**config.mk**
```make
export PLATFORM = sky130hd
export DESIGN_NAME = tli_core
export DESIGN_NICKNAME = d
export VERILOG_FILES = /design/src/tli_pkg.sv /design/src/tli_core.sv /design/src/tli_mac.sv
export SDC_FILE = /design/constraint.sdc
export NUM_CORES = 1
export LEC_CHECK = 0
export BUFFER_PORTS_ARGS = -buffer_cell sky130_fd_sc_hd__buf_2
export CORE_UTILIZATION = 50
export CTS_CLUSTER_SIZE = 24
export DETAILED_ROUTE_END_ITERATION = 7
export PLACE_DENSITY = 0.68
export SLEW_MARGIN = 20
export SYNTH_ARGS = -nofsm -noshare
export SYNTH_HDL_FRONTEND = slang
export SYNTH_HIERARCHICAL = 1
export SYNTH_SLANG_ARGS = --single-unit
```
**constraint.sdc**
```tcl
create_clock -name clk_i -period 13.37 [get_ports clk_i]
set_input_delay 2.674 -clock clk_i [delete_from_list [all_inputs] [get_ports clk_i]]
set_output_delay 2.674 -clock clk_i [all_outputs]
set_load 0.05 [all_outputs]
```
**src/tli_pkg.sv**
```systemverilog
// Package for the table lookup and interpolation datapath
// Summary of operation
// - The entry offset is bits 15 to 8 of the independent variable and the fraction is bits 7 to 0.
// - The result is the selected entry plus fraction times (next entry minus entry) over 256.
// - The signed rounded variant rounds the result to an integer by round to nearest even.
// - Unrounded variants return the result with 8 fraction bits kept below the radix point.
// - A register pair may supply both end points, rounded in the signed rounded form; here pair_mode is only carried along and rounding follows the variant.
// - Four variants exist, signed or unsigned, rounded or unrounded, for byte, word or long.
// - End points come from an n-element table in memory or from a pair of data registers.
package tli_pkg;
	localparam int TLI_FRAC_W = 8;
	localparam int TLI_OFS_LSB = 8;
	localparam int TLI_OFS_MSB = 15;
	localparam int TLI_FRAC_MSB = 7;
	localparam int TLI_DATA_W = 32;
	localparam int TLI_RES_W = 40;
	localparam int TLI_PROD_W = 44;

	// Operand size codes
	typedef enum logic [1:0] {
		TLI_SZ_BYTE = 2'h0,
		TLI_SZ_WORD = 2'h1,
		TLI_SZ_LONG = 2'h2
	} tli_size_t;

	// Variant select, bit 1 unsigned, bit 0 unrounded
	typedef enum logic [1:0] {
		TLI_SIGNED_ROUNDED = 2'h0,
		TLI_SIGNED_UNROUNDED = 2'h1,
		TLI_UNSIGNED_ROUNDED = 2'h2,
		TLI_UNSIGNED_UNROUNDED = 2'h3
	} tli_variant_t;

	// One interpolation request
	typedef struct packed {
		tli_variant_t variant;
		tli_size_t size;
		logic [15:0] indep;
		logic [TLI_DATA_W-1:0] entry_lo;
		logic [TLI_DATA_W-1:0] entry_hi;
		logic pair_mode;
	} tli_req_t;

	// One interpolation answer
	typedef struct packed {
		logic [TLI_RES_W-1:0] value;
		logic pair_mode;
	} tli_rsp_t;
endpackage
```
**src/tli_core.sv**
```systemverilog
// Table lookup and linear interpolation datapath top
`timescale 1ns/1ps
`default_nettype none
module tli_core
	import tli_pkg::*;
(
	input wire logic clk_i,
	input wire logic reset_n_i,
	input wire logic ce_i,
	input wire logic req_valid_i,
	input wire tli_req_t req_i,
	output logic [TLI_OFS_MSB-TLI_OFS_LSB:0] entry_offset_o,
	output logic rsp_valid_o,
	output tli_rsp_t rsp_o
);
	logic [TLI_FRAC_W-1:0] frac;
	logic is_signed;
	logic is_rounded;
	logic [TLI_PROD_W-1:0] scaled;
	logic [TLI_PROD_W-1:0] scaled_r;
	logic stage_r;
	tli_req_t req_r;
	logic [TLI_RES_W-1:0] result_nxt;
	logic [TLI_PROD_W-TLI_FRAC_W-1:0] int_part;
	logic [TLI_DATA_W-1:0] lo_fit;
	logic [TLI_DATA_W-1:0] hi_fit;
	logic [TLI_PROD_W-1:0] exact_r;
	logic rounded_r;
	logic signed [TLI_RES_W+TLI_FRAC_W:0] round_err;

	// Operand widths below the long word, and half a result step
	localparam int TLI_BYTE_W = 8;
	localparam int TLI_WORD_W = 16;
	localparam int TLI_HALF_STEP = 1 << (TLI_FRAC_W - 1);

	// Pipeline: the taken request edge captures the scaled product and the offset,
	// the next enabled edge rounds or keeps the fraction and loads the result word.
	// A low enable holds both stages, so results keep their order across stalls.
	// The result is never cut back to the operand size; the caller narrows it.

	// Truncate to operand width, sign or zero extend back
	function automatic logic [TLI_DATA_W-1:0] fit(input logic [TLI_DATA_W-1:0] v,
		input tli_size_t sz, input logic sgn);
		logic [TLI_DATA_W-1:0] r;
		r = v;
		case (sz)
			TLI_SZ_BYTE: r = {{(TLI_DATA_W-TLI_BYTE_W){sgn & v[TLI_BYTE_W-1]}}, v[TLI_BYTE_W-1:0]};
			TLI_SZ_WORD: r = {{(TLI_DATA_W-TLI_WORD_W){sgn & v[TLI_WORD_W-1]}}, v[TLI_WORD_W-1:0]};
			default: r = v;
		endcase
		return r;
	endfunction

	// Split independent variable into offset and fraction
	assign frac = req_i.indep[TLI_FRAC_MSB:0];
	assign is_signed = ~req_i.variant[1];

	// Operands cut to size and extended by variant
	assign lo_fit = fit(req_i.entry_lo, req_i.size, is_signed);
	assign hi_fit = fit(req_i.entry_hi, req_i.size, is_signed);

	// Scaled product of fraction and end point difference
	tli_mac tli_mac_inst (
		.lo_i(lo_fit),
		.hi_i(hi_fit),
		.frac_i(frac),
		.is_signed_i(is_signed),
		.scaled_o(scaled)
	);

	// Stage one holds the product and request
	always_ff @(posedge clk_i) begin
		if (!reset_n_i) begin
			stage_r <= 1'b0;
			scaled_r <= '0;
			req_r <= '0;
			entry_offset_o <= '0;
		end else if (ce_i) begin
			stage_r <= req_valid_i;
			if (req_valid_i) begin
				scaled_r <= scaled;
				req_r <= req_i;
				entry_offset_o <= req_i.indep[TLI_OFS_MSB:TLI_OFS_LSB];
			end
		end
	end

	// Round to nearest even or keep the fraction bits
	always_comb begin
		is_rounded = ~req_r.variant[0];
		int_part = scaled_r[TLI_PROD_W-1:TLI_FRAC_W];
		if (is_rounded) begin
			if (scaled_r[TLI_FRAC_W-1] && ((|scaled_r[TLI_FRAC_W-2:0]) || int_part[0]))
				int_part = int_part + 1'b1;
			result_nxt = TLI_RES_W'($signed(int_part)); // Keep the sign
		end else begin
			result_nxt = scaled_r[TLI_RES_W-1:0];
		end
	end

	// Output register
	always_ff @(posedge clk_i) begin
		if (!reset_n_i) begin
			rsp_valid_o <= 1'b0;
			rsp_o <= '0;
		end else if (ce_i) begin
			rsp_valid_o <= stage_r;
			if (stage_r) begin
				rsp_o.value <= result_nxt;
				rsp_o.pair_mode <= req_r.pair_mode;
			end
		end
	end

	// Exact product behind the standing result, for the round to nearest check
	always_ff @(posedge clk_i) begin
		if (!reset_n_i) begin
			exact_r <= '0;
			rounded_r <= 1'b0;
		end else if (ce_i && stage_r) begin
			exact_r <= scaled_r;
			rounded_r <= is_rounded;
		end
	end

	// Result scaled back up by the fraction width, minus the exact product
	always_comb begin
		round_err = $signed({rsp_o.value[TLI_RES_W-1], rsp_o.value, {TLI_FRAC_W{1'b0}}})
			- $signed({{(TLI_RES_W+TLI_FRAC_W+1-TLI_PROD_W){exact_r[TLI_PROD_W-1]}}, exact_r});
	end

	// Every taken request answers two enabled edges later
	chk_resp_follows: assert property (@(posedge clk_i) disable iff (!reset_n_i)
		ce_i && req_valid_i ##1 ce_i |=> rsp_valid_o)
		else $error("response did not follow request");

	// Unrounded forms pass the product through untouched
	chk_unrounded_keeps: assert property (@(posedge clk_i) disable iff (!reset_n_i)
		ce_i && stage_r && req_r.variant[0] |=> rsp_o.value == $past(scaled_r[TLI_RES_W-1:0]))
		else $error("unrounded result lost fraction");

	// A tie on an even integer stays put
	chk_round_even: assert property (@(posedge clk_i) disable iff (!reset_n_i)
		ce_i && stage_r && !req_r.variant[0] && scaled_r[TLI_FRAC_W-1:0] == 8'h80
		&& !scaled_r[TLI_FRAC_W] |=> rsp_o.value[0] == 1'b0)
		else $error("tie not rounded to even");

	// A tie on an odd integer moves on to the even one
	chk_round_tie_odd: assert property (@(posedge clk_i) disable iff (!reset_n_i)
		ce_i && stage_r && !req_r.variant[0] && scaled_r[TLI_FRAC_W-1:0] == 8'h80
		&& scaled_r[TLI_FRAC_W] |=> rsp_o.value[0] == 1'b0)
		else $error("odd tie not rounded to even");

	// Rounded results sit within half a step of the exact value
	chk_round_near: assert property (@(posedge clk_i) disable iff (!reset_n_i)
		rsp_valid_o && rounded_r |-> round_err <= TLI_HALF_STEP && round_err >= -TLI_HALF_STEP)
		else $error("rounded result more than half a step off");

	// Offset comes from the upper byte of the independent variable
	chk_offset_split: assert property (@(posedge clk_i) disable iff (!reset_n_i)
		ce_i && req_valid_i |=> entry_offset_o == $past(req_i.indep[TLI_OFS_MSB:TLI_OFS_LSB]))
		else $error("entry offset wrong");

	// Offset holds between taken requests
	chk_offset_hold: assert property (@(posedge clk_i) disable iff (!reset_n_i)
		!(ce_i && req_valid_i) |=> $stable(entry_offset_o))
		else $error("entry offset moved without a request");

	// No request, no answer
	chk_idle_quiet: assert property (@(posedge clk_i) disable iff (!reset_n_i)
		ce_i && !req_valid_i ##1 ce_i |=> !rsp_valid_o)
		else $error("spurious response");

	// Valid drops once the inner stage runs empty
	chk_valid_pulse: assert property (@(posedge clk_i) disable iff (!reset_n_i)
		ce_i && !stage_r |=> !rsp_valid_o)
		else $error("valid stayed high on an empty stage");

	// A zero fraction leaves no fraction bits
	chk_zero_frac: assert property (@(posedge clk_i) disable iff (!reset_n_i)
		ce_i && req_valid_i && req_i.indep[TLI_FRAC_MSB:0] == 8'h00 && req_i.size == TLI_SZ_LONG
		|=> scaled_r[TLI_FRAC_W-1:0] == 8'h00)
		else $error("zero fraction gave fraction bits");

	// A zero fraction on a rounded long request returns the selected entry itself
	chk_frac_zero_end: assert property (@(posedge clk_i) disable iff (!reset_n_i)
		ce_i && stage_r && !req_r.variant[0] && req_r.size == TLI_SZ_LONG
		&& req_r.indep[TLI_FRAC_MSB:0] == 8'h00
		|=> rsp_o.value[TLI_DATA_W-1:0] == $past(req_r.entry_lo))
		else $error("zero fraction did not return the entry");

	// Equal end points give that value at any fraction on a rounded long request
	chk_flat_range: assert property (@(posedge clk_i) disable iff (!reset_n_i)
		ce_i && stage_r && !req_r.variant[0] && req_r.size == TLI_SZ_LONG
		&& req_r.entry_lo == req_r.entry_hi
		|=> rsp_o.value[TLI_DATA_W-1:0] == $past(req_r.entry_lo))
		else $error("flat range moved the result");

	// Unsigned products never go negative
	chk_unsigned_pos: assert property (@(posedge clk_i) disable iff (!reset_n_i)
		ce_i && req_valid_i && req_i.variant[1] |=> !scaled_r[TLI_PROD_W-1])
		else $error("unsigned product negative");

	// Unsigned rounded results never carry a sign
	chk_unsigned_result: assert property (@(posedge clk_i) disable iff (!reset_n_i)
		ce_i && stage_r && req_r.variant == TLI_UNSIGNED_ROUNDED |=> !rsp_o.value[TLI_RES_W-1])
		else $error("unsigned result came out negative");

	// Pair mode rides along with its result
	chk_pair_tag: assert property (@(posedge clk_i) disable iff (!reset_n_i)
		ce_i && req_valid_i ##1 ce_i |=> rsp_o.pair_mode == $past(req_i.pair_mode, 2))
		else $error("pair mode not carried");

	// Result word holds until the next result
	chk_result_holds: assert property (@(posedge clk_i) disable iff (!reset_n_i)
		!(ce_i && stage_r) |=> $stable(rsp_o))
		else $error("result changed without a new result");

	// A low enable freezes outputs and the inner stage
	chk_freeze: assert property (@(posedge clk_i) disable iff (!reset_n_i)
		!ce_i |=> $stable(rsp_o) && $stable(rsp_valid_o))
		else $error("state moved while disabled");
	chk_freeze_stage: assert property (@(posedge clk_i) disable iff (!reset_n_i)
		!ce_i |=> $stable(stage_r) && $stable(scaled_r) && $stable(entry_offset_o))
		else $error("inner stage moved while disabled");

	// Synchronous reset clears every output
	chk_reset_clear: assert property (@(posedge clk_i)
		!reset_n_i |=> !rsp_valid_o && rsp_o == '0 && entry_offset_o == '0)
		else $error("outputs not cleared by reset");
endmodule
`default_nettype wire

```
**src/tli_mac.sv**
```systemverilog
// Multiply stage: fraction times entry difference
`timescale 1ns/1ps
`default_nettype none
module tli_mac
	import tli_pkg::*;
(
	input wire logic [TLI_DATA_W-1:0] lo_i,
	input wire logic [TLI_DATA_W-1:0] hi_i,
	input wire logic [TLI_FRAC_W-1:0] frac_i,
	input wire logic is_signed_i,
	output logic [TLI_PROD_W-1:0] scaled_o
);
	logic [TLI_DATA_W:0] lo_x;
	logic [TLI_DATA_W:0] hi_x;
	logic [TLI_DATA_W+1:0] diff;
	logic [TLI_PROD_W-1:0] diff_x;
	logic [TLI_PROD_W-1:0] lo_s;

	// Extend by signedness, then lo*256 + frac*(hi-lo)
	always_comb begin
		lo_x = {is_signed_i & lo_i[TLI_DATA_W-1], lo_i};
		hi_x = {is_signed_i & hi_i[TLI_DATA_W-1], hi_i};
		diff = {hi_x[TLI_DATA_W], hi_x} - {lo_x[TLI_DATA_W], lo_x};
		diff_x = {{(TLI_PROD_W-TLI_DATA_W-2){diff[TLI_DATA_W+1]}}, diff};
		lo_s = {{(TLI_PROD_W-TLI_DATA_W-1-TLI_FRAC_W){lo_x[TLI_DATA_W]}}, lo_x,
			{TLI_FRAC_W{1'b0}}};
		scaled_o = lo_s + TLI_PROD_W'(diff_x * {{(TLI_PROD_W-TLI_FRAC_W){1'b0}}, frac_i});
	end
endmodule
`default_nettype wire

```
Word-level counts from Yosys, hierarchy flattened
Index checks and enable logic that the tools add are counted.
{"block": "totals", "ff_bits": 97, "output_inout_bits": 50}
{"block": "op_classes", "multipliers": 1, "muxes": 4, "add_sub_neg": 3, "n_reduce_logical": 6, "n_eq_ne": 1, "bitwise_logic": 7}
{"operator": "$pmux W32 S2", "count": 2}
{"operator": "$add A41 B43 Y44", "count": 1}
{"operator": "$mul A34 B9 Y43", "count": 1}
{"operator": "$mux W40", "count": 1}
{"operator": "$add A36 B1 Y36 const B", "count": 1}
{"operator": "$mux W36", "count": 1}
{"operator": "$sub A33 B33 Y34", "count": 1}
{"operator": "$reduce_or A7 Y1", "count": 1}
{"operator": "$and A1 B1 Y1", "count": 6}
{"operator": "$reduce_and A2 Y1", "count": 2}
{"operator": "$eq A2 B1 Y1 const B", "count": 1}
{"operator": "$logic_not A2 Y1", "count": 1}
{"operator": "$logic_and A1 B1 Y1", "count": 1}
{"operator": "$logic_or A1 B1 Y1", "count": 1}
{"operator": "$not A1 Y1", "count": 1}

Logic depth before layout (Yosys ltp)
Gate-level depths: netlist (run 1).
{"block": "logic_depth", "depth_word": 7, "depth_mapped": 36}

Modules after synthesis
The synthesis (run 1) kept the hierarchy.
{"module": "tli_mac", "instances": 1, "seq_area_each_um2": 0.0, "cells_each": 1493, "area_per_inst_um2": 12278.0}
{"module": "tli_core", "instances": 1, "seq_area_each_um2": 1941.9, "cells_each": 700, "area_per_inst_um2": 5111.2}

Worst setup path before layout (run 1)
OpenSTA, ideal clock, no wires.
{"block": "synth_path", "kind": "input -> register", "from": "input port req_i[82] in the netlist's numbering", "to": "register scaled_r[43]", "setup_time_ps": 76, "t_required_ps": 13294, "t_arrival_ps": 10627, "path_slack_ps": 2668, "path_stages": 33, "cell_sequence": "clkbuf_1 -> or2_2 -> clkbuf_1 -> nor3b_1 -> a21o_1 -> inv_1 -> ha_1 -> buf_2 -> and2_1 -> nand3_1 -> or3_1 -> a31o_2 -> nor2b_1 -> xnor2_1 -> nand2_1 -> fa_1 -> inv_1 -> fa_1 -> fa_1 -> fa_1 -> inv_1 -> fa_1 -> inv_1 -> ha_1 -> nand3_1 -> a2111oi_0 -> nor3_1 -> a2111oi_2 -> a21oi_1 -> o31ai_1 -> xnor2_1 -> nand2_1 -> a21boi_0"}
{"element": "start: declaration", "line": "tli_core.sv:11", "text": "input wire tli_req_t req_i,"}
{"element": "$eq A2 B1 Y1 / $logic_not A2 Y1 (equally long branches)", "line": "tli_core.sv:46", "text": "case (sz)"}
{"element": "$pmux W32 S2 (*)", "line": "tli_core.sv:46"}
{"element": "via lo_fit[11]", "line": "tli_core.sv:25", "text": "logic [TLI_DATA_W-1:0] lo_fit;"}
{"element": "$sub A33 B33 Y34", "line": "tli_mac.sv:23", "text": "diff = {hi_x[TLI_DATA_W], hi_x} - {lo_x[TLI_DATA_W], lo_x};"}
{"element": "$mul A34 B9 Y43", "line": "tli_mac.sv:27", "text": "scaled_o = lo_s + TLI_PROD_W'(diff_x * {{(TLI_PROD_W-TLI_FRAC_W){1'b0}}, frac_i});"}
{"element": "$add A41 B43 Y44 (*)", "line": "tli_mac.sv:27"}
{"element": "via scaled[43]", "line": "tli_core.sv:19", "text": "logic [TLI_PROD_W-1:0] scaled;"}
{"element": "end signal: assignment", "line": "tli_core.sv:81", "text": "scaled_r <= scaled;"}
{"element": "end: declaration", "line": "tli_core.sv:20", "text": "logic [TLI_PROD_W-1:0] scaled_r;"}
The timed path passes the listed nets; every way through them passes the cells marked *.
A chain may end at the register's enable or synchronous reset.

Worst setup path in the final report (run 1)
Ends and elaborated chain as after synthesis.

==> results of run 1 <==
==> state kept, by name, summed over array words and instances (netlist names) <==
signal	flops
rsp_o	41
scaled_r	44
rsp_valid_o	1
entry_offset_o	8
stage_r	1
req_r	2
==> per-stage QoR <==
stage,instances,setup WS [ns],hold slack (ns)
floorplan,2193,2.67,0.441
global placement,2673,1.33,0.442
detailed placement,2673,1.25,0.445
CTS,2689,1.57,0.455
global route,2689,0.735,0.491
finish,2689,1.48,0.456
==> worst paths after layout <==
path,from,slack [ns],to,cells after the start
max,req_i[82],1.48,scaled_r[43]$_SDFFE_PN0P_,30
min,rsp_o[16]$_SDFFE_PN0P_,0.46,rsp_o[16]$_SDFFE_PN0P_,2
max reg2reg,scaled_r[8]$_SDFFE_PN0P_,10.55,rsp_o[27]$_SDFFE_PN0P_,6
min reg2reg,rsp_o[16]$_SDFFE_PN0P_,0.46,rsp_o[16]$_SDFFE_PN0P_,2
==> layout make-up <==
type / instances / area (um2) / share of cell area (%)
Tap cell: 448 / 561 / 3.02
Multi-Input combinational cell: 1663 / 13800 / 74.4
Inverter: 320 / 1200 / 6.47
Clock inverter: 5 / 78.8 / 0.424
Clock buffer: 11 / 233 / 1.25
Timing Repair Buffer: 145 / 743 / 4.00
Sequential cell: 97 / 1940 / 10.5
==> per-layer routing <==
| layer | part of all wire [%] | global-route usage, % |
|---|---|---|
| met1 | 46 | 36.0 |
| met4 | 1.8 | 6.64 |
| met5 | 0 | 0 |
| met2 | 46 | 44.0 |
| met3 | 5.4 | 3.35 |
==> synth_stat cells (4+ instances only) <==
library cell,count
a21boi_0,34
nor4_1,8
xor2_1,30
o31a_1,7
mux2i_1,6
ha_1,125
o22ai_1,7
o21ai_1,10
nor2b_1,25
a31oi_1,11
o31ai_1,8
and3_1,18
inv_1,318
fa_1,247
or3_1,16
o21bai_1,10
a211oi_1,9
nor3b_1,7
and4_1,4
o41ai_1,4
o21ai_0,74
o211ai_1,10
dfxtp_1,97
a21oi_1,138
nand3_1,35
nand4_1,32
buf_2,5
a21o_1,45
or4_1,4
nor2_1,48
nand2_1,378
o21a_1,15
nand2b_1,11
nor3_1,24
xnor2_1,60
a311oi_1,5
and2_1,150
clkbuf_1,106
==> critical path: cells and delay by family <==
kind                       cells  cell delay (ns)
xor gates and xnor gates       2             0.82
AOI/OAI and AO/OA              9             2.79
adders and majority gates      7             3.44
buffers and inverters          5             0.53
and+or+nand+nor                7             1.88
==> cell families (layout without fill, tap and decap cells) <==
| kind of cell | Yosys count | in the layout | synth area share, % |
|---|---|---|---|
| multiplexers | 7 | 7 | 0.410 |
| adder cells (fa/ha/maj) | 372 | 372 | 37.4 |
| AO/OA/AOI/OAI | 417 | 417 | 15.2 |
| AND/OR/NAND/NOR | 777 | 777 | 21.8 |
| XOR/XNOR | 90 | 90 | 4.53 |
| flip-flops | 97 | 97 | 11.2 |
| buffers and inverters | 433 | 481 | 9.39 |
==> impl_summary.txt, run 1 <==
----------------------------------------------------
[Run status]
  Run status ... finished, final reports clean

[Global routing]
  Number of antenna violations at the first check in global routing ... 0
  Total Routing Usage GR ... 26.3%
  Pin count of the biggest net entering global routing ... 65
  First-pass GRT wire length ... 76,600 um
  Via count of the first global-routing pass ... 15,445
  GRT overflow ... 0

[Logic synthesis]
  Total of flip-flops plus latches after synthesis ... 97
  Top cells by area in the synthesized netlist ... fa_1 (28%), dfxtp_1 (11%), ha_1 (9.0%)
  Distinct cell type count after synthesis ... 74
  Synthesis warning total ... 6
  Syn_nets ... 2,654
  Cells after Synth ... 2,193
  Area share of the leading cell type in the synthesized netlist ... 28.4%
  Number of synthesized flops with an enable pin ... 0
  Most area-hungry cell type in the Yosys netlist ... fa_1
  Proportion of register bits with asynchronous set or reset after synthesis ... 0%
  Share of synthesized area occupied by flip-flops and latches ... 11.2%
  Avg Inst Size Synth ... 7.93 um2
  Ys flop type ... dfxtp_1
  Post-Syn Area ... 0.0174 mm2

[CTS]
  Clock tree from TritonCTS ... done
  Bufs on Longest Clock Path ... 2
  Root buffer cell ... clkbuf_16
  Number of setup buffers added after CTS ... 0
  Register clock-pin slew on the reported worst setup and hold paths ... 0.06 ns
  Clock buffer count from CTS ... 9
  Deepest level of the CTS H-tree ... 3
  Number of cells upsized or downsized after cts ... 0
  Clock latency of the later-clocked register in the worst-skew pair ... 0.35 ns
  Num Clock Sinks ... 97
  Quantity of hold-fixing buffers added after cts ... 0

[Worst setup path]
  Crit Path Class ... in2reg
  Kind of start point of the critical path ... primary input
  CP max stage delay ... 0.73 ns
  Arrival @ worst endpoint ... 12.17 ns
  Cell mode on critical path ... fa_1
  Critical path fanouts, max ... 35
  CP required ... 13.65 ns
  Worst Setup End Kind ... flop
  Slowest stage cell, crit path ... nor3b_1

[Placed design]
  DPL Wire Length ... 36,500 um
  Buffers added on ports ... 138
  Global placer's final weighted congestion ... 0.934
  Dpl cell area ... 0.0183 mm2

[STA]
  Setup Viol. Count Final ... 0
  Time the worst path needs with I/O delays and setup ... 11.89 ns
  Aggregate negative setup slack ... 0 ns
  Worst-case clock skew ... 0.00840 ns
  Max-slew headroom ... 26.9%
  Final max-slew violation count ... 0
  Transition time of the tightest slew-check pin ... 1.10 ns
  RSZ-0062 raised after global routing ... false
  Post-route fraction of the period consumed by the critical path ... 89.0%
  Highest clock frequency the design can meet ... 84.1 MHz
  Number of failing hold endpoints at the final stage ... 0

[Routing]
  Number of DRC violations after detailed-routing iteration 0 ... 1,031
  Count of TritonRoute iterations in the first routing pass ... 8
  Remaining antenna violation count after routing ... 0
  Detailed-route vias per instance ... 5.58
  DR WL/cell ... 16.9 um
  Drc violations ... 0
  Count of vias placed by the detailed router ... 15,018
  DRT Wirelength ... 45,400 um

[Cells and area]
  Most frequent standard cell in the layout excluding fill and tap cells ... nand2_1
  Area growth from synthesis to layout ... 6.81%
  Final core area utilization ... 54.8%
  Post-route standard cell area excluding fillers ... 0.0186 mm2
  Filler Cell Count ... 3,326
  Most frequent cells in the layout ... nand2_1 (378), inv_1 (318), fa_1 (247)
  Fraction of final layout cells with drive strength greater than 1 ... 7.99%
  Final net count ... 2,697
  Antenna diodes ... 0

[Die]
  Die outline area ... 0.0355 mm2
  Starting density of the core ... 51.3%
  Row Count ... 67
  I/O pin count ... 139
  Chip height ... 188 um
  Floorplan die width ... 188 um
  Floorplan core area ... 0.0339 mm2

[Min path]
  Type of the tightest min-delay check ... reg2reg

[Run]
  Max-cap violations ... 0

----------------------------------------------------
Power of run 1 is left out: the tool's default activity adds up to more than one toggle a clock period on the data nets, which glitch-free logic cannot reach.
==> run 2: changes to the inputs <==
- CAP_MARGIN: unset -> 10
- SYNTH_HIERARCHICAL: 1 -> unset
==> run 2 against run 1 <==
Critical path depth is the same. Maximum frequency shrank 3.9%. First-iteration DRC count grew 11%. Count of clock-buffer cells in the layout is the same. Design area grew 2.2%. Clock skew shrank 0.0014 ns. Synthesized cell count grew 1.5%. Via count grew 3.1%. Sequential share of layout area shrank 0.22 points. Cell count grew 1.5%. Routed wire length grew 4.4%. Largest cell class unchanged.
==> impl_summary.txt, run 2 <==
----------------------------------------------------
[Run status]
  Run status ... finished, final reports clean

[Worst setup path]
  Cell mode on critical path ... fa_1
  Worst Setup End Kind ... flop
  Arrival @ worst endpoint ... 12.64 ns
  Crit Path Class ... in2reg
  CP max stage delay ... 0.71 ns
  Kind of start point of the critical path ... primary input
  CP required ... 13.63 ns
  Slack of the worst reg-to-reg path ... 10.79 ns
  Cell count of the worst reg-to-reg path ... 8
  Reg2Reg Launch Point ... scaled_r[11]$_SDFFE_PN0P_
  Critical path fanouts, max ... 35
  End of the worst register-to-register path ... rsp_o[34]$_SDFFE_PN0P_
  Slowest stage cell, crit path ... nor3_1

[Routing]
  Count of vias placed by the detailed router ... 15,480
  DRT Wirelength ... 47,400 um
  DR WL/cell ... 17.4 um
  Detailed-route vias per instance ... 5.67
  Count of TritonRoute iterations in the first routing pass ... 7
  Number of DRC violations after detailed-routing iteration 0 ... 1,145
  Remaining antenna violation count after routing ... 0
  Drc violations ... 0

[Cells and area]
  Antenna diodes ... 0
  Area growth from synthesis to layout ... 6.49%
  Finished Layout Cells ... 2,729
  Most frequent cells in the layout ... inv_1 (310), nand2_1 (310), fa_1 (247)
  Max reg flops ... 44
  Largest regs ... scaled_r: 44 flops, rsp_o: 41 flops, entry_offset_o: 8 flops
  Fraction of final layout cells with drive strength greater than 1 ... 9.28%
  Final net count ... 2,732
  Top reg by flops ... scaled_r

[Logic synthesis]
  Synthesis warning total ... 0
  Proportion of register bits with asynchronous set or reset after synthesis ... 0%
  Number of synthesized flops with an enable pin ... 0
  Avg Inst Size Synth ... 8.01 um2
  Synth Area in Simple Gates ... 21.7%
  Mux contribution to synthesized area ... 1.69%
  Top cells by area in the synthesized netlist ... fa_1 (28%), dfxtp_1 (11%), ha_1 (8.8%)
  Area share of the leading cell type in the synthesized netlist ... 27.7%
  Syn_nets ... 2,688
  Cells after Synth ... 2,226
  Share of synthesized area occupied by flip-flops and latches ... 10.9%
  Adder and majority cell fraction of the synthesized area ... 36.6%
  Most area-hungry cell type in the Yosys netlist ... fa_1
  Ys flop type ... dfxtp_1
  Synthesized-area fraction occupied by ao, oa, aoi and oai cells ... 16.3%
  Parity-gate share of the synthesized area counting xor and xnor cells ... 3.68%
  Post-Syn Area ... 0.0178 mm2
  Distinct cell type count after synthesis ... 75
  Most frequent cells after synthesis ... inv_1 (311), nand2_1 (311), fa_1 (247), a21oi_1 (181), ha_1 (126)
  Dominant combinational cell family by area after synthesis ... adder cells
  Total of flip-flops plus latches after synthesis ... 97

[STA]
  Transition time of the tightest slew-check pin ... 1.19 ns
  RSZ-0062 raised after global routing ... false
  Highest clock frequency the design can meet ... 80.8 MHz
  Setup Viol. Count Final ... 0
  Aggregate negative setup slack ... 0 ns
  Final max-slew violation count ... 0
  Max-slew headroom ... 20.5%
  Time the worst path needs with I/O delays and setup ... 12.38 ns
  Number of failing hold endpoints at the final stage ... 0
  Worst-case clock skew ... 0.00699 ns
  Post-route fraction of the period consumed by the critical path ... 92.6%

[Die]
  Die outline area ... 0.0364 mm2
  I/O pin count ... 139
  Row Count ... 68
  Floorplan core area ... 0.0348 mm2
  Chip height ... 191 um
  Floorplan die width ... 191 um
  Starting density of the core ... 51.2%

[Global routing]
  Number of antenna violations at the first check in global routing ... 1
  Via count of the first global-routing pass ... 15,413
  GRT overflow ... 0
  Total Routing Usage GR ... 26.5%
  Pin count of the biggest net entering global routing ... 66
  First-pass GRT wire length ... 77,600 um

[Placed design]
  Number of placed instances, taps included ... 2,714
  DPL Wire Length ... 37,900 um
  Buffers added on ports ... 138
  Global placer's final weighted congestion ... 0.928

[CTS]
  Root buffer cell ... clkbuf_16
  Num Clock Sinks ... 97
  Clock buffer count from CTS ... 9
  Register clock-pin slew on the reported worst setup and hold paths ... 0.06 ns
  Bufs on Longest Clock Path ... 2
  Quantity of hold-fixing buffers added after cts ... 0
  Deepest level of the CTS H-tree ... 3
  Number of cells upsized or downsized after cts ... 0
  Number of setup buffers added after CTS ... 0
  Clock latency of the later-clocked register in the worst-skew pair ... 0.34 ns
  Clock tree from TritonCTS ... done

[Min path]
  Hold Crit Depth ... 2
  Endpoint of the worst hold-timing path ... rsp_o[3]$_SDFFE_PN0P_
  Type of the tightest min-delay check ... reg2reg
  Min-delay src ... rsp_o[3]$_SDFFE_PN0P_

[Run]
  Max-cap violations ... 0

----------------------------------------------------
[run 2: worst max-delay path by stage]
stage | slack [ns] | start | depth (start not counted) | endpoint
after detailed placement | 0.72 | req_i[82] | 30 | scaled_r[37]$_SDFFE_PN0P_
after global placement | 0.80 | req_i[82] | 30 | scaled_r[37]$_SDFFE_PN0P_
after CTS | 1.05 | req_i[82] | 30 | scaled_r[37]$_SDFFE_PN0P_
after global routing | 0.41 | req_i[82] | 30 | scaled_r[37]$_SDFFE_PN0P_
after floorplan | 2.58 | req_i[82] | 32 | scaled_r[37]$_SDFFE_PN0P_
final | 0.99 | req_i[82] | 30 | scaled_r[37]$_SDFFE_PN0P_
[run 2: per-layer routing]
layer / part of all wire [%] / wire (um) / global-route usage (%) / vias up
li1: - / - / - / 7447
met1: 42 / 20000 / 33.5 / 7497
met2: 50 / 23600 / 47.0 / 455
met3: 5.9 / 2800 / 4.03 / 79
met4: 2.0 / 965 / 6.15 / 2
met5: 0.017 / 8 / 0 / -
[run 2: logic make-up (layout without fill, tap and decap cells)]
kind of cell / count (synthesis) / after routing
multiplexers: 28 / 28
buffers and inverters: 426 / 474
AO/OA/AOI/OAI: 453 / 453
adder cells (fa/ha/maj): 373 / 373
flip-flops: 97 / 97
AND/OR/NAND/NOR: 775 / 775
XOR/XNOR: 74 / 74
[run 2: cell type report]
cell class,count,area [um2]
clock buffers,11,233
clock inverters,4,45.0
fillers,3312,15800
inverters,313,1170
multi-input cells,1703,14300
flip-flops and latches,97,1940
well taps,455,569
repair buffers,146,751
[run 2: per-stage QoR]
step / area (um2) / utilization (%) / hold WS [ns] / worst slack, ns
finish: 19000 / 54.5 / 0.447 / 0.994
floorplan: 17800 / - / 0.432 / 2.58
detailed placement: 18700 / 53.7 / 0.442 / 0.724
CTS: 19000 / 54.5 / 0.451 / 1.05
global route: 19000 / 54.5 / 0.461 / 0.407
global placement: 18700 / 53.7 / 0.439 / 0.800
[run 2: critical path, delay by kind of cell]
kind / cells / cell delay (ns)
xor gates and xnor gates: 1 / 0.11
buffers and inverters: 4 / 0.44
and+or+nand+nor: 5 / 2.35
AOI/OAI and AO/OA: 13 / 3.63
adders and majority gates: 7 / 3.40
Power of run 2 is left out for the same reason.
